**src/core/pcem_pkg.sv**
```systemverilog
// Purpose: constants for the shared analogue port read multiplexer
// Assumes: 32-bit apb, one aligned word per register
// Notes:   offsets are byte addresses
package pcem_pkg;
    localparam int unsigned PCEM_WIDTH      = 4;
    localparam logic [7:0]  PCEM_DIR_OFS    = 8'h04;
    localparam logic [7:0]  PCEM_DATA_OFS   = 8'h10;
    localparam logic [7:0]  PCEM_PIN_OFS    = 8'h14;
    localparam logic [7:0]  PCEM_MODE_OFS   = 8'h18;
    localparam logic [3:0]  PCEM_DIR_RST    = 4'h0;
    localparam logic [3:0]  PCEM_DATA_RST   = 4'h0;
    localparam int unsigned PCEM_MODE_CMP1  = 0;
    localparam int unsigned PCEM_MODE_CMP2  = 1;
    localparam int unsigned PCEM_MODE_AMP   = 2;
    localparam int unsigned PCEM_MODE_B1ZERO = 3;
    localparam int unsigned PCEM_MODE_B3ZERO = 4;
    localparam int unsigned PCEM_MODE_GAIN  = 5;
    localparam int unsigned PCEM_MODE_BIDIR = 6;
endpackage

```
**src/core/pcem_port.sv**
```systemverilog
// Purpose: 4-bit shared port with comparator/amplifier read multiplexer
// Assumes: option inputs are static straps, apb slave, zero wait states
// Notes:   pin inputs pass four flops before use
//
// Operation
// - all options off: input-only port, direction writes ignored, normal reads on all bits
// - comparator two only, bit3 zero off: bit 3 reads the pin
// - comparator two only: bit 2 reads comparator two output
// - comparator two only, bit3 zero on: bit 3 reads 0
// - combined mode: bits 2 and 3 read 0
// - combined mode, bit1 zero off: bit 1 reads the pin
// - combined mode: bit 0 reads comparator one output
// - combined mode, bit1 zero on: bit 1 reads 0
// - comparator one only: bit 0 comparator, bit 1 pin or 0
// - direction bit 1 selects output, 0 selects input
`timescale 1ns/1ps
module pcem_port
    import pcem_pkg::*;
(
    input  wire logic                   pclk,
    input  wire logic                   presetn,
    input  wire logic                   psel,
    input  wire logic                   penable,
    input  wire logic                   pwrite,
    input  wire logic [7:0]             paddr,
    input  wire logic [31:0]            pwdata,
    output logic      [31:0]            prdata,
    output logic                        pready,
    output logic                        pslverr,
    input  wire logic                   comparator_one_option,
    input  wire logic                   comparator_two_option,
    input  wire logic                   amp_option,
    input  wire logic                   bit1_read_zero_option,
    input  wire logic                   bit3_read_zero_option,
    input  wire logic                   gain_stage_enable,
    input  wire logic                   shared_port_bidir_option,
    input  wire logic [PCEM_WIDTH-1:0]  shared_pin_in,
    input  wire logic                   cmp_one_out,
    input  wire logic                   cmp_two_out,
    output logic      [PCEM_WIDTH-1:0]  shared_pin_out,
    output logic      [PCEM_WIDTH-1:0]  shared_pin_oe_n
);
    import pcem_pkg::*;

    logic [PCEM_WIDTH-1:0] sync1_r, sync2_r, sync3_r, pin_r;
    logic [PCEM_WIDTH-1:0] pin_nxt;
    logic                  cmp1_s1_r, cmp1_s2_r, cmp1_s3_r, cmp1_r, cmp1_nxt;
    logic                  cmp2_s1_r, cmp2_s2_r, cmp2_s3_r, cmp2_r, cmp2_nxt;
    logic [6:0]            mode_r, mode_nxt;
    logic                  captured_r, captured_nxt;
    logic [PCEM_WIDTH-1:0] shared_port_direction_r, dir_nxt;
    logic [PCEM_WIDTH-1:0] shared_port_data_r, data_nxt;
    logic [31:0]           prdata_nxt;
    logic                  pready_nxt, pslverr_nxt;
    logic [PCEM_WIDTH-1:0] normal_rd, mux_rd;
    logic                  cmp1_on, cmp2_on, amp_on, b1_zero, b3_zero, bidir;
    logic                  combined, two_only, one_only;
    logic                  wr_en;

    // input synchronisers: change accepted when stages two and three agree
    always_comb begin
        pin_nxt  = pin_r;
        cmp1_nxt = cmp1_r;
        cmp2_nxt = cmp2_r;
        for (int i = 0; i < PCEM_WIDTH; i++) begin
            if (sync2_r[i] == sync3_r[i]) begin
                pin_nxt[i] = sync3_r[i];
            end
        end
        if (cmp1_s2_r == cmp1_s3_r) begin
            cmp1_nxt = cmp1_s3_r;
        end
        if (cmp2_s2_r == cmp2_s3_r) begin
            cmp2_nxt = cmp2_s3_r;
        end
    end

    always_ff @(posedge pclk or negedge presetn) begin
        if (!presetn) begin
            sync1_r   <= '0;
            sync2_r   <= '0;
            sync3_r   <= '0;
            pin_r     <= '0;
            cmp1_s1_r <= 1'b0;
            cmp1_s2_r <= 1'b0;
            cmp1_s3_r <= 1'b0;
            cmp1_r    <= 1'b0;
            cmp2_s1_r <= 1'b0;
            cmp2_s2_r <= 1'b0;
            cmp2_s3_r <= 1'b0;
            cmp2_r    <= 1'b0;
        end else begin
            sync1_r   <= shared_pin_in;
            sync2_r   <= sync1_r;
            sync3_r   <= sync2_r;
            pin_r     <= pin_nxt;
            cmp1_s1_r <= cmp_one_out;
            cmp1_s2_r <= cmp1_s1_r;
            cmp1_s3_r <= cmp1_s2_r;
            cmp1_r    <= cmp1_nxt;
            cmp2_s1_r <= cmp_two_out;
            cmp2_s2_r <= cmp2_s1_r;
            cmp2_s3_r <= cmp2_s2_r;
            cmp2_r    <= cmp2_nxt;
        end
    end

    // option straps captured on the first edge after reset release
    always_comb begin
        mode_nxt     = mode_r;
        captured_nxt = 1'b1;
        if (!captured_r) begin
            mode_nxt = {shared_port_bidir_option, gain_stage_enable,
                        bit3_read_zero_option, bit1_read_zero_option,
                        amp_option, comparator_two_option, comparator_one_option};
        end
    end

    assign cmp1_on  = mode_r[PCEM_MODE_CMP1];
    assign cmp2_on  = mode_r[PCEM_MODE_CMP2];
    assign amp_on   = mode_r[PCEM_MODE_AMP];
    assign b1_zero  = mode_r[PCEM_MODE_B1ZERO];
    assign b3_zero  = mode_r[PCEM_MODE_B3ZERO];
    assign bidir    = mode_r[PCEM_MODE_BIDIR];
    // combined mode only with comparator two off
    assign combined = cmp1_on && amp_on && !cmp2_on;
    assign two_only = cmp2_on && !cmp1_on && !amp_on;
    assign one_only = cmp1_on && !cmp2_on && !amp_on;

    // ordinary read: pin for inputs, latch for outputs
    always_comb begin
        for (int i = 0; i < PCEM_WIDTH; i++) begin
            normal_rd[i] = shared_port_direction_r[i] ? shared_port_data_r[i] : pin_r[i];
        end
    end

    always_comb begin
        mux_rd = normal_rd;
        if (combined) begin
            mux_rd[3] = 1'b0;
            mux_rd[2] = 1'b0;
            mux_rd[1] = b1_zero ? 1'b0 : pin_r[1];
            mux_rd[0] = cmp1_r;
        end else if (two_only) begin
            mux_rd[3] = b3_zero ? 1'b0 : pin_r[3];
            mux_rd[2] = cmp2_r;
        end else if (one_only) begin
            mux_rd[1] = b1_zero ? 1'b0 : pin_r[1];
            mux_rd[0] = cmp1_r;
        end
    end

    // apb slave, one access cycle, no wait states
    assign wr_en = psel && penable && pwrite;

    always_comb begin
        dir_nxt     = shared_port_direction_r;
        data_nxt    = shared_port_data_r;
        prdata_nxt  = prdata;
        pready_nxt  = psel && !penable;
        pslverr_nxt = 1'b0;
        if (wr_en) begin
            if (paddr == PCEM_DIR_OFS) begin
                if (bidir) begin
                    dir_nxt = pwdata[PCEM_WIDTH-1:0];
                end
            end else if (paddr == PCEM_DATA_OFS) begin
                data_nxt = pwdata[PCEM_WIDTH-1:0];
            end
        end
        if (psel && !penable) begin
            prdata_nxt = '0;
            if (paddr == PCEM_DIR_OFS) begin
                prdata_nxt[PCEM_WIDTH-1:0] = shared_port_direction_r;
            end else if (paddr == PCEM_DATA_OFS) begin
                prdata_nxt[PCEM_WIDTH-1:0] = mux_rd;
            end else if (paddr == PCEM_PIN_OFS) begin
                prdata_nxt[PCEM_WIDTH-1:0] = pin_r;
            end else if (paddr == PCEM_MODE_OFS) begin
                prdata_nxt[6:0] = mode_r;
            end else begin
                pslverr_nxt = 1'b1;
            end
        end
    end

    always_ff @(posedge pclk or negedge presetn) begin
        if (!presetn) begin
            mode_r                  <= '0;
            captured_r              <= 1'b0;
            shared_port_direction_r <= PCEM_DIR_RST;
            shared_port_data_r      <= PCEM_DATA_RST;
            prdata                  <= '0;
            pready                  <= 1'b0;
            pslverr                 <= 1'b0;
            shared_pin_out          <= '0;
            shared_pin_oe_n         <= '1;
        end else begin
            mode_r                  <= mode_nxt;
            captured_r              <= captured_nxt;
            shared_port_direction_r <= dir_nxt;
            shared_port_data_r      <= data_nxt;
            prdata                  <= prdata_nxt;
            pready                  <= pready_nxt;
            pslverr                 <= pslverr_nxt;
            shared_pin_out          <= data_nxt;
            shared_pin_oe_n         <= ~dir_nxt;
        end
    end

    chk_combined_high_zero: assert property (@(posedge pclk) disable iff (!presetn)
        combined |-> mux_rd[3:2] == 2'b00) else $error("combined mode bits 3..2 not zero");
    chk_combined_bit0_cmp: assert property (@(posedge pclk) disable iff (!presetn)
        combined |-> mux_rd[0] == cmp1_r) else $error("combined bit 0 not comparator one");
    chk_combined_bit1: assert property (@(posedge pclk) disable iff (!presetn)
        combined && b1_zero |-> !mux_rd[1]) else $error("combined bit 1 not zero");
    chk_combined_bit1_pin: assert property (@(posedge pclk) disable iff (!presetn)
        combined && !b1_zero |-> mux_rd[1] == pin_r[1]) else $error("combined bit 1 not pin");
    chk_two_bit2_cmp: assert property (@(posedge pclk) disable iff (!presetn)
        two_only |-> mux_rd[2] == cmp2_r) else $error("bit 2 not comparator two");
    chk_two_bit3_zero: assert property (@(posedge pclk) disable iff (!presetn)
        two_only && b3_zero |-> !mux_rd[3]) else $error("bit 3 not zero");
    chk_two_bit3_pin: assert property (@(posedge pclk) disable iff (!presetn)
        two_only && !b3_zero |-> mux_rd[3] == pin_r[3]) else $error("bit 3 not pin");
    chk_plain_read: assert property (@(posedge pclk) disable iff (!presetn)
        !cmp1_on && !cmp2_on && !amp_on |-> mux_rd == normal_rd) else $error("plain read wrong");
    chk_one_bit0_cmp: assert property (@(posedge pclk) disable iff (!presetn)
        one_only |-> mux_rd[0] == cmp1_r) else $error("bit 0 not comparator one");
    chk_one_bit1_zero: assert property (@(posedge pclk) disable iff (!presetn)
        one_only && b1_zero |-> !mux_rd[1]) else $error("bit 1 not zero");
    chk_mode_static: assert property (@(posedge pclk) disable iff (!presetn)
        captured_r |=> $stable(mode_r)) else $error("mode changed after capture");
    chk_dir_oe: assert property (@(posedge pclk) disable iff (!presetn)
        wr_en && paddr == PCEM_DIR_OFS && bidir |=> shared_pin_oe_n == ~$past(pwdata[3:0]))
        else $error("direction write not applied");
endmodule

```
**config.mk**
```make
export PLATFORM = sky130hd
export DESIGN_NAME = pcem_port
export DESIGN_NICKNAME = d
export VERILOG_FILES = /design/src/core/pcem_pkg.sv /design/src/core/pcem_port.sv
export SDC_FILE = /design/constraint.sdc
export NUM_CORES = 1
export LEC_CHECK = 0
export BUFFER_PORTS_ARGS = -buffer_cell sky130_fd_sc_hd__buf_2
export CAP_MARGIN = 20
export CORE_UTILIZATION = 46
export DETAILED_ROUTE_END_ITERATION = 6
export GPL_TIMING_DRIVEN = 0
export HOLD_SLACK_MARGIN = 0.05
export PLACE_DENSITY = 0.78
export SETUP_SLACK_MARGIN = 0.4
export SLEW_MARGIN = 20
export SYNTH_ARGS = -nofsm -noshare
export SYNTH_HDL_FRONTEND = slang
export SYNTH_SLANG_ARGS = --single-unit
```
**constraint.sdc**
```tcl
create_clock -name pclk -period 1.63 [get_ports pclk]
set_input_delay 0 -clock pclk [delete_from_list [all_inputs] [get_ports pclk]]
set_output_delay 0 -clock pclk [all_outputs]
set_load 0.03 [all_outputs]
```
## Yosys cells after proc, flatten, opt, wreduce, memory -nomap -nowiden

Index checks and enable logic that the tools add are counted.

- Magnitude comparators: 0
- Shifts and indexed selects: 0
- Muxes and demuxes: 25
- Multiply operators: 0
- $add $sub $neg: 0
- Bitwise logic cells: 2
- Divide/modulo/power cells: 0
- Eq/ne operators: 10
- Reductions and logical operators: 14

Operators by type and width:

| cell | count |
|---|---|
| two-way mux 4 bit | 7 |
| == test 8 x 5 -> 1 bit (second input constant) | 3 |
| two-way mux 1 bit | 11 |
| logical AND 1 bit | 9 |
| two-way mux 3 bit | 3 |
| == test 8 x 3 -> 1 bit (second input constant) | 1 |
| two-way mux 7 bit | 1 |
| == test 1 bit | 6 |
| two-way mux 2 bit | 3 |
| zero test 1 bit | 4 |
| inverter 4 bit | 1 |
| AND reduction 3 bit | 1 |
| inverter 1 bit | 1 |

- Bits in latches: 0
- Output and inout port bits: 42
- Bits in writable memories: 0
- Memories: 0
- ROM bits: 0
- Register bits after elaboration: 53

## Depth between registers and ports, before layout

Gate-level depths: netlist of run 1.

- Depth in word-level cells: 8
- Depth in mapped cells: 7
- Gate-level depth less buffers: 5

## Worst setup path before layout of run 1

OpenSTA, ideal clock, no wires.

- Path kind: flip-flop to flip-flop
- From: register mode_r[2]
- To: register prdata[3]
- Path buffers: 0
- Setup slack: 151 ps
- Arrival: 1402 ps
- Stages on the path, launching flop included: 6
- Library setup time: 77 ps
- Cell sequence: dfrtp_1 > or3b_4 > mux2i_1 > a32oi_1 > o32a_1 > a21oi_1

- Cells in the longest elaborated chain, start to end: 6
- Elaborated cells between the ends (all ways): 8
- Classes of those cells: mux (4); reduce/logical (4)

RTL lines:

| element | line | RTL |
|---|---|---|
| from (decl) | pcem_port.sv:49 | `logic [6:0] mode_r, mode_nxt;` |
| from (signal assigned) | pcem_port.sv:199 | `mode_r <= mode_nxt;` |
| zero test 1 bit | pcem_port.sv:127 | `assign two_only = cmp2_on && !cmp1_on && !amp_on;` |
| logical AND 1 bit | pcem_port.sv:127 |  |
| two-way mux 2 bit | pcem_port.sv:144 | `end else if (two_only) begin` |
| two-way mux 4 bit * | pcem_port.sv:139 | `if (combined) begin` |
| two-way mux 4 bit * | pcem_port.sv:175 | `end else if (paddr == PCEM_DATA_OFS) begin` |
| two-way mux 4 bit * | pcem_port.sv:173 | `if (paddr == PCEM_DIR_OFS) begin` |
| to (signal assigned) | pcem_port.sv:203 | `prdata <= prdata_nxt;` |
| to (decl) | pcem_port.sv:27 | `output logic [31:0] prdata,` |

Mark *: on every way between the ends. The rest lies on a longest branch, timed or not.
A chain may end at the register's enable or synchronous reset.

## Worst setup path in the final report of run 1

- From: register mode_r[0]
- To: register prdata[2]

- Cells in the longest elaborated chain, start to end: 7
- Elaborated cells between the ends (all ways): 9
- Classes of those cells: mux (4); reduce/logical (5)

RTL lines:

| element | line |
|---|---|
| zero test 1 bit | pcem_port.sv:127 |
| logical AND 1 bit (2 in series) | pcem_port.sv:127 |
| two-way mux 2 bit | pcem_port.sv:144 |
| two-way mux 4 bit * | pcem_port.sv:139 |
| two-way mux 4 bit * | pcem_port.sv:175 |
| two-way mux 4 bit * | pcem_port.sv:173 |

Marked as above.

==> impl_metrics.csv, run 1 <==
group,metric,value,unit
grt,grt_usage,0.178,
layout,nets,331,
floorplan,fp.coreArea,4500,um^2
timing,clock.fmax,657,MHz
cts,cts_tree,"built",
grt,antenna_found_initial,0,
timing,fin_skew,0.0101,ns
worst_setup_path,worstSetupPathType,"register to register",
floorplan,die_w,71.4,um
layout,finalCoreUtilization,0.665,
run_status,status,"finished clean",
yosys,ys_ff_latch,53,
cts,worst_setup_hold_path_clk_slew,0.10,ns
placement,gp_congestion,0.778,
timing,setup_tns,0,ns
cts,clock_latency,0.30,ns
worst_setup_path,critPathLaunchType,"register",
power,sw_frac_of_total,0.258,
worst_setup_path,cp-end-kind,"register",
yosys,synth_cell_types,34,
placement,dp_worst_setup_slack,0.0661,ns
layout,diodes,0,
floorplan,num_io_pins,100,
timing,max_slew_margin,0.564,
layout,n_fill_cell,354,
detailed_routing,viasPerCell,4.77,
yosys,seq_area_frac_synth,0.600,
grt,grt_pass1_vias,1525,
worst_setup_path,worstPathCellList,"or3b_4 > buf_4 > mux2i_2 > nor3_2 > nor3_2 > nor2_1",
timing,final_max_slew_viol_count,0,
power,p_total,2.76,mW
timing,setup_ws,0.109,ns
timing,fin_crit,1.52,ns
detailed_routing,postRouteWirelength,4.31,mm
cts,cts_sinks,53,
detailed_routing,ant_nets,0,
floorplan,start_util,0.492,
detailed_routing,wire_per_inst,13.2,um
yosys,syn_area,2220,um^2
power,combPwrFrac,0.157,
power,ir_worst_vdd,0.000534,V
detailed_routing,drc,0,
timing,worst_slew_pin_slew,0.654,ns
detailed_routing,first_iter_violations,111,
placement,hpwl,2.79,mm
power,power_frac_seq,0.517,
worst_setup_path,slowest_delay,0.41,ns
yosys,synth_area_per_cell,13.0,um^2
detailed_routing,dr.pass1.iters,4,
job,maxCapViolations,0,
worst_setup_path,reg2reg_depth,6,
power,power_density,922,nW/um^2
cts,clockBufferDepth,2,
worst_setup_path,critPathSlowestCell,"dfrtp_1",
worst_hold_path,min_path_cells,4,
grt,grt_max_degree,54,
floorplan,rows,24,
floorplan,fp.dieH,71.4,um
layout,finalNonFillerCells,326,
power,power_frac_clock,0.325,
power,power.switching,0.712,mW
yosys,yosys_warnings,0,
cts,cts_inserted_buffers,5,
timing,finalSetupViolations,0,
cts,cts_root_buf,"clkbuf_8",
layout,drive_gt1_frac,0.405,
placement,place.port_buffers,45,
placement,placedCellCount,292,
worst_setup_path,cp_max_fo,2,
floorplan,die-area,5100,um^2
worst_setup_path,arrival,1.72,ns
timing,post-route-period-util,0.933,
grt,grt_overflow_total,0,
detailed_routing,dr_total_vias,1554,
yosys,synthCells,171,
timing,hold_violations,0,
power,leakage,1.52,nW
worst_setup_path,crit_required,1.83,ns
grt,grt_pass1_wl,6.93,mm
layout,syn_to_final_growth,35.1,%
cts,cts-htree-levels,2,
worst_hold_path,holdCritPathClass,"input port to register",
timing,rsz0062_at_grt,"yes",
worst_setup_path,path_common_cell,"nor3_2",
power,internal_power,2.05,mW
-- layout by cell type (no fill, tap or decap), types with 4 or more instances in the layout --
cell and n:
dfrtp_1 47, buf_2 44, buf_4 32, conb_1 26, dlygate4sd3_1 20, mux2_2 8, inv_1 7, mux2i_1 7
maj3_1 6, a21oi_1 5, mux2_1 5, nand3_1 5, clkbuf_8 5, nand2_1 4, nor2_1 4, dfstp_2 4
-- power by group through the flow --
stage / sequential [mW] / combinational [mW] / clock [mW]
floorplan: 1.47 / 0.226 / 0
global placement: 1.46 / 0.349 / 0
detailed placement: 1.46 / 0.357 / 0
CTS: 1.43 / 0.417 / 0.921
global route: 1.44 / 0.465 / 0.988
finish: 1.43 / 0.434 / 0.899
-- worst paths after layout --
path,startpoint,slack (ns),end
worst max-delay path,mode_r[0]$_DFFE_PN0N_,0.11,prdata[2]$_DFFE_PN0P_
worst min-delay path,paddr[3],0.07,prdata[0]$_DFFE_PN0P_
worst max register to register,mode_r[0]$_DFFE_PN0N_,0.11,prdata[2]$_DFFE_PN0P_
worst min register to register,sync1_r[1]$_DFF_PN0_,0.35,sync2_r[1]$_DFF_PN0_
max in group asynchronous,presetn,0.89,shared_port_data_r[1]$_DFFE_PN0P_
min in group asynchronous,presetn,0.26,pin_r[0]$_DFFE_PN0N_
-- cell families after synthesis --
group	count (synthesis)	synth area share
and+or+nand+nor	33	0.0982
muxes	22	0.107
buffers and inverters	37	0.109
other	2	0.00339
adders and majority gates	6	0.0271
AOI/OAI and AO/OA	18	0.0547
DFF	53	0.600
-- registers in the layout, summed over array words and instances (netlist names) --
name	count
mode_r	7
prdata	7
pin_r	4
shared_pin_oe_n	4
shared_port_data_r	4
shared_port_direction_r	4
sync1_r	4
sync2_r	4
sync3_r	4
captured_r	1
cmp1_r	1
cmp1_s1_r	1
cmp1_s2_r	1
cmp1_s3_r	1
cmp2_r	1
cmp2_s1_r	1
cmp2_s2_r	1
cmp2_s3_r	1
pready	1
pslverr	1
-- Yosys cell counts --
master | count | share of area
nor3_1 | 5 | 0.011
inv_2 | 1 | 0.0017
nor4_2 | 1 | 0.0056
clkbuf_1 | 2 | 0.0034
nand3_1 | 5 | 0.011
dfrtp_1 | 49 | 0.55
o22ai_1 | 3 | 0.0085
mux2_2 | 9 | 0.046
and4bb_2 | 1 | 0.0056
mux2_1 | 5 | 0.025
nand4_1 | 2 | 0.0056
nor4b_2 | 1 | 0.0068
maj3_1 | 6 | 0.027
conb_1 | 2 | 0.0034
nand2b_1 | 4 | 0.011
mux2i_1 | 8 | 0.036
buf_4 | 25 | 0.085
nand2_1 | 4 | 0.0068
a221oi_1 | 1 | 0.0040
buf_2 | 1 | 0.0023
or3_1 | 1 | 0.0028
inv_1 | 7 | 0.012
buf_6 | 1 | 0.0051
o32a_1 | 1 | 0.0045
a21oi_1 | 5 | 0.011
nor4b_4 | 1 | 0.011
and3_1 | 3 | 0.0085
a32oi_1 | 2 | 0.0079
nor2_1 | 4 | 0.0068
o21ai_0 | 2 | 0.0045
or3b_4 | 1 | 0.0051
dfstp_2 | 4 | 0.047
a22o_1 | 3 | 0.012
o21ai_1 | 1 | 0.0023
-- stage by stage --
stage | hold WS [ns] | cell area [um^2]
floorplan | -0.296 | 2320
global placement | 0.108 | 2610
detailed placement | 0.0667 | 2610
CTS | 0.0725 | 2960
global route | 0.0718 | 3000
finish | 0.0692 | 3000
-- layer usage --
| layer | GRT usage | wire length [um] |
|---|---|---|
| met1 | 0.227 | 1890 |
| met5 | 0 | 0 |
| met2 | 0.288 | 2010 |
| met3 | 0.0506 | 301 |
| met4 | 0.0689 | 103 |
-- critical path: cells and delay by family (launching register included) --
kind	cells	cell delay [ns]
and+or+nand+nor	4	0.67
DFF	1	0.41
muxes	1	0.19
buffers and inverters	1	0.15
-- final cells by class --
type | instances | area (um^2) | area share
Timing Repair Buffer | 71 | 473 | 0.158
Tap cell | 52 | 65.1 | 0.0217
Multi-Input combinational cell | 105 | 759 | 0.254
Inverter | 8 | 30.0 | 0.0100
Buffer | 29 | 218 | 0.0727
Clock inverter | 3 | 47.5 | 0.0159
Sequential cell | 53 | 1330 | 0.445
Clock buffer | 5 | 68.8 | 0.0230
-- repair_timing --
action | 4_1_cts | 5_1_grt
hold endpoints to repair | 76 | 0
hold buffers | 20 | 0
setup buffers | 5 | 1
pin swaps | 1 | 5
gates resized for setup | 0 | 5
cloned | 0 | 0
endpoints found under the setup margin | 4 | 8
Note: power is estimated with default switching activity, not from simulation.
==> run 2, diff against run 1 <==
MAX_ROUTING_LAYER = met4   (was default)
==> impl_metrics.csv, run 2 (same netlist as run 1, synthesis figures left out) <==
group,metric,value,unit
layout,layout.cells.most_common,"dfrtp_1",
grt,grt_overflow_total,0,
layout,n_fill_cell,354,
grt,antenna_found_initial,0,
layout,nets,331,
timing,clock.fmax,658,MHz
layout,regArea,1330,um^2
timing,rsz0062_at_grt,"yes",
grt,grt_pass1_wl,6.95,mm
timing,setup_tns,0,ns
detailed_routing,drc,0,
timing,post-route-period-util,0.932,
floorplan,die_w,71.4,um
power,leakage,1.52,nW
placement,hpwl,2.79,mm
layout,diodes,0,
grt,grt_pass1_vias,1529,
detailed_routing,postRouteWirelength,4.30,mm
timing,fin_skew,0.00989,ns
power,power_density,921,nW/um^2
detailed_routing,ant_nets,0,
cts,cts_tree,"built",
worst_setup_path,critPathLaunchType,"register",
power,internal_power,2.05,mW
worst_setup_path,worstSetupPathType,"register to register",
placement,place.port_buffers,45,
timing,final_max_slew_viol_count,0,
cts,worst_setup_hold_path_clk_slew,0.10,ns
power,combPwrFrac,0.157,
detailed_routing,dr.pass1.iters,4,
timing,setup_ws,0.110,ns
placement,dp_worst_setup_slack,0.0661,ns
layout,most-common-layout-cells,"dfrtp_1 (47), buf_2 (44), buf_4 (32), conb_1 (26), dlygate4sd3_1 (20)",
cts,clockBufferDepth,2,
timing,fin_crit,1.52,ns
worst_setup_path,arrival,1.72,ns
detailed_routing,wire_per_inst,13.2,um
detailed_routing,viasPerCell,4.74,
cts,cts_inserted_buffers,5,
floorplan,fp.coreArea,4500,um^2
timing,finalSetupViolations,0,
timing,hold_violations,0,
job,maxCapViolations,0,
run_status,status,"finished clean",
grt,grt_max_degree,54,
worst_setup_path,crit_required,1.83,ns
cts,cts_sinks,53,
cts,cts-htree-levels,2,
floorplan,rows,24,
floorplan,num_io_pins,100,
floorplan,fp.dieH,71.4,um
timing,max_slew_margin,0.573,
layout,syn_to_final_growth,35.1,%
worst_setup_path,cp-end-kind,"register",
placement,gp_congestion,0.788,
detailed_routing,first_iter_violations,114,
cts,clock_latency,0.30,ns
power,power.switching,0.709,mW
power,power_frac_seq,0.518,
floorplan,start_util,0.492,
layout,reg_top3,"mode_r (7), prdata (7)",
layout,multi_input_area,759,um^2
layout,drive_gt1_frac,0.405,
floorplan,die-area,5100,um^2
worst_setup_path,cp_max_fo,2,
power,sw_frac_of_total,0.257,
grt,grt_usage,0.184,
power,power_frac_clock,0.325,
power,ir_worst_vdd,0.000534,V
cts,cts_root_buf,"clkbuf_8",
detailed_routing,dr_total_vias,1545,
worst_hold_path,holdCritPathClass,"input port to register",
timing,worst_slew_pin_slew,0.641,ns
## run 2: cell counts in the layout (fill, tap and decap cells not counted)
No cell type changed its count.
## run 2: worst max-delay path, cell delays in order (launching register included)
cell and delay [ns]:
dfrtp_1 0.41, or3b_4 0.38, buf_4 0.15, mux2i_2 0.19
nor3_2 0.08, nor3_2 0.16, nor2_1 0.05
## run 2: per-stage QoR
| step | instances | power (mW) | utilization | hold WS, ns | area, um^2 |
|---|---|---|---|---|---|
| floorplan | 195 | 1.70 | - | -0.296 | 2320 |
| global placement | 292 | 1.80 | 0.579 | 0.108 | 2610 |
| detailed placement | 292 | 1.82 | 0.579 | 0.0667 | 2610 |
| CTS | 325 | 2.77 | 0.658 | 0.0725 | 2960 |
| global route | 326 | 2.89 | 0.665 | 0.0718 | 3000 |
| finish | 326 | 2.76 | 0.665 | 0.0733 | 3000 |
## run 2: power by group through the flow
stage          clock [mW]  combinational, mW  sequential, mW
5_1_grt             0.988              0.465            1.44
3_3_place_gp            0              0.349            1.46
6_report            0.896              0.434            1.43
4_1_cts             0.921              0.417            1.43
3_5_place_dp            0              0.357            1.46
2_1_floorplan           0              0.226            1.47
## run 2: path summary, 6_finish.rpt
path                                       start                           endpoint  slack (ns)  cells past startpoint
max in group asynchronous                presetn  shared_port_data_r[1]$_DFFE_PN0P_        0.92                      2
min in group asynchronous                presetn               pin_r[0]$_DFFE_PN0N_        0.26                      2
setup reg to reg           mode_r[0]$_DFFE_PN0N_              prdata[2]$_DFFE_PN0P_        0.11                      6
hold reg to reg             sync1_r[1]$_DFF_PN0_               sync2_r[1]$_DFF_PN0_        0.35                      0
hold / removal                          paddr[3]              prdata[0]$_DFFE_PN0P_        0.07                      4
setup / recovery           mode_r[0]$_DFFE_PN0N_              prdata[2]$_DFFE_PN0P_        0.11                      6
## run 2: area by class of cell
class	count	share of cell area
buffer	29	0.0727
clock buffer	5	0.0230
clock inverter	3	0.0159
inverter	8	0.0100
multi-input combinational	105	0.254
sequential	53	0.445
tap	52	0.0217
timing repair buffer	71	0.158
## run 2: routing by layer
metal  track usage  vias up  wire (um)
met2         0.286       64       2000
met5             -        -          0
li1              -      747          -
met3        0.0492       12        271
met1         0.233      722       1910
met4        0.0689        0        108
## run 2: what timing repair did
action	CTS	global route
cloned	0	0
endpoints found under the setup margin	4	8
hold buffers	20	0
pin swaps	1	5
endpoints found under the hold margin	76	0
setup buffers	5	1
resized for setup	0	5
==> run 3, diff against run 2 <==
CORE_MARGIN = 5   (was default)
==> impl_metrics.csv, run 3 (same netlist as run 1, synthesis figures left out) <==
group,metric,value,unit
placement,place.port_buffers,45,
worst_setup_path,reg2reg_depth,5,
power,power_density,963,nW/um^2
layout,finalNonFillerCells,327,
worst_setup_path,worstSetupPathType,"register to register",
power,power_frac_seq,0.492,
placement,placedCellCount,295,
cts,clock_latency,0.31,ns
cts,worst_setup_hold_path_clk_slew,0.10,ns
layout,nets,330,
layout,layout.cells.most_common,"dfrtp_1",
grt,grt_overflow_total,0,
worst_setup_path,cp_max_fo,4,
placement,hpwl,3.17,mm
detailed_routing,first_iter_violations,93,
timing,fin_skew,0.00982,ns
layout,reg_top3,"mode_r (7), prdata (7)",
cts,clockBufferDepth,2,
grt,antenna_found_initial,0,
cts,cts_inserted_buffers,5,
worst_setup_path,r2r-start,"mode_r[1]$_DFFE_PN0N_",
worst_setup_path,r2r_end,"prdata[3]$_DFFE_PN0P_",
worst_setup_path,critPathLaunch,"mode_r[1]$_DFFE_PN0N_",
floorplan,die-area,6310,um^2
timing,fin_crit,1.51,ns
timing,finalSetupViolations,0,
worst_setup_path,crit_required,1.87,ns
cts,cts-htree-levels,2,
floorplan,start_util,0.473,
worst_hold_path,min_path_cells,4,
job,maxCapViolations,0,
layout,drive_gt1_frac,0.407,
layout,n_fill_cell,365,
detailed_routing,dr_total_vias,1523,
detailed_routing,drc,0,
worst_hold_path,min_to,"prdata[0]$_DFFE_PN0P_",
cts,cts_sinks,53,
power,sw_frac_of_total,0.242,
floorplan,fp.coreArea,4690,um^2
worst_hold_path,min_from,"paddr[3]",
cts,cts_tree,"built",
power,power.switching,0.705,mW
worst_setup_path,cp-end-kind,"register",
grt,grt_pass1_vias,1553,
layout,syn_to_final_growth,36.2,%
grt,grt_pass1_wl,7.09,mm
detailed_routing,ant_nets,0,
worst_hold_path,holdCritPathClass,"input port to register",
grt,grt_max_degree,34,
detailed_routing,dr.pass1.iters,4,
power,combPwrFrac,0.149,
grt,grt_usage,0.149,
floorplan,fp.dieH,79.4,um
detailed_routing,postRouteWirelength,4.32,mm
worst_setup_path,rrSetupSlack,0.12,ns
layout,most-common-layout-cells,"dfrtp_1 (47), buf_2 (45), buf_4 (29), conb_1 (26), dlygate4sd3_1 (19)",
worst_setup_path,arrival,1.75,ns
power,ir_worst_vdd,0.000760,V
power,power_frac_clock,0.359,
timing,post-route-period-util,0.925,
timing,clock.fmax,663,MHz
power,leakage,1.52,nW
cts,cts_root_buf,"clkbuf_8",
placement,gp_congestion,0.853,
worst_setup_path,critPathLaunchType,"register",
timing,setup_tns,0,ns
detailed_routing,viasPerCell,4.66,
floorplan,rows,25,
run_status,status,"finished clean",
detailed_routing,wire_per_inst,13.2,um
timing,rsz0062_at_grt,"yes",
timing,hold_violations,0,
floorplan,num_io_pins,100,
timing,final_max_slew_viol_count,0,
power,internal_power,2.20,mW
layout,diodes,0,
floorplan,die_w,79.4,um
## run 3: what timing repair did
| item | in CTS | in global routing |
|---|---|---|
| hold buffers | 19 | 0 |
| cloned | 0 | 0 |
| endpoints found under the setup margin | 3 | 5 |
| setup buffers | 3 | 2 |
| hold endpoints to repair | 76 | 0 |
| resized for setup | 0 | 6 |
| pin swaps | 1 | 2 |
## run 3: layout make-up
cell class                 instances  area, um^2  share of cell area
tap                               54        67.6              0.0224
buffer                            29         218              0.0721
multi-input combinational        105         757               0.251
clock inverter                     3        68.8              0.0228
clock buffer                       5        68.8              0.0228
inverter                           8        30.0             0.00994
timing repair buffer              70         477               0.158
sequential                        53        1330               0.442
## run 3: per-stage QoR
stage / setup slack [ns] / power, mW / cell area, um^2 / utilization / hold slack (ns)
finish: 0.122 / 2.91 / 3020 / 0.644 / 0.0751
global route: 0.0301 / 3.03 / 3020 / 0.644 / 0.115
CTS: 0.122 / 2.91 / 2980 / 0.635 / 0.0623
detailed placement: 0.0643 / 1.82 / 2630 / 0.560 / -0.0107
global placement: 0.0673 / 1.80 / 2610 / 0.556 / 0.108
floorplan: 0.159 / 1.70 / 2320 / - / -0.296
## run 3: worst max-delay path, stage by stage (launching register included)
cell,delay (ns)
dfrtp_1,0.42
or3b_4,0.40
mux2i_1,0.15
a32oi_1,0.07
o32a_1,0.29
a21oi_1,0.12
## run 3: worst max-delay path by stage
stage                                       end  slack [ns]  depth (start not counted)
final                     prdata[3]$_DFFE_PN0P_        0.12                          5
after CTS                 prdata[3]$_DFFE_PN0P_        0.12                          5
after floorplan           prdata[3]$_DFFE_PN0P_        0.16                          5
after detailed placement  prdata[3]$_DFFE_PN0P_        0.06                          5
after global routing      prdata[3]$_DFFE_PN0P_        0.03                          5
after global placement    prdata[3]$_DFFE_PN0P_        0.07                          5
## run 3: layer usage
layer | up-vias | wire [um] | global-route usage
met5 | - | 0 | -
met4 | 0 | 48 | 0.0378
met3 | 8 | 333 | 0.0485
met2 | 50 | 2050 | 0.237
met1 | 716 | 1890 | 0.184
li1 | 749 | - | -
## run 3: power by group through the flow
stage | clock network [mW] | logic, mW | registers [mW]
3_3_place_gp | 0 | 0.349 | 1.46
3_5_place_dp | 0 | 0.361 | 1.46
6_report | 1.04 | 0.434 | 1.43
5_1_grt | 1.11 | 0.471 | 1.44
4_1_cts | 1.07 | 0.411 | 1.43
2_1_floorplan | 0 | 0.226 | 1.47
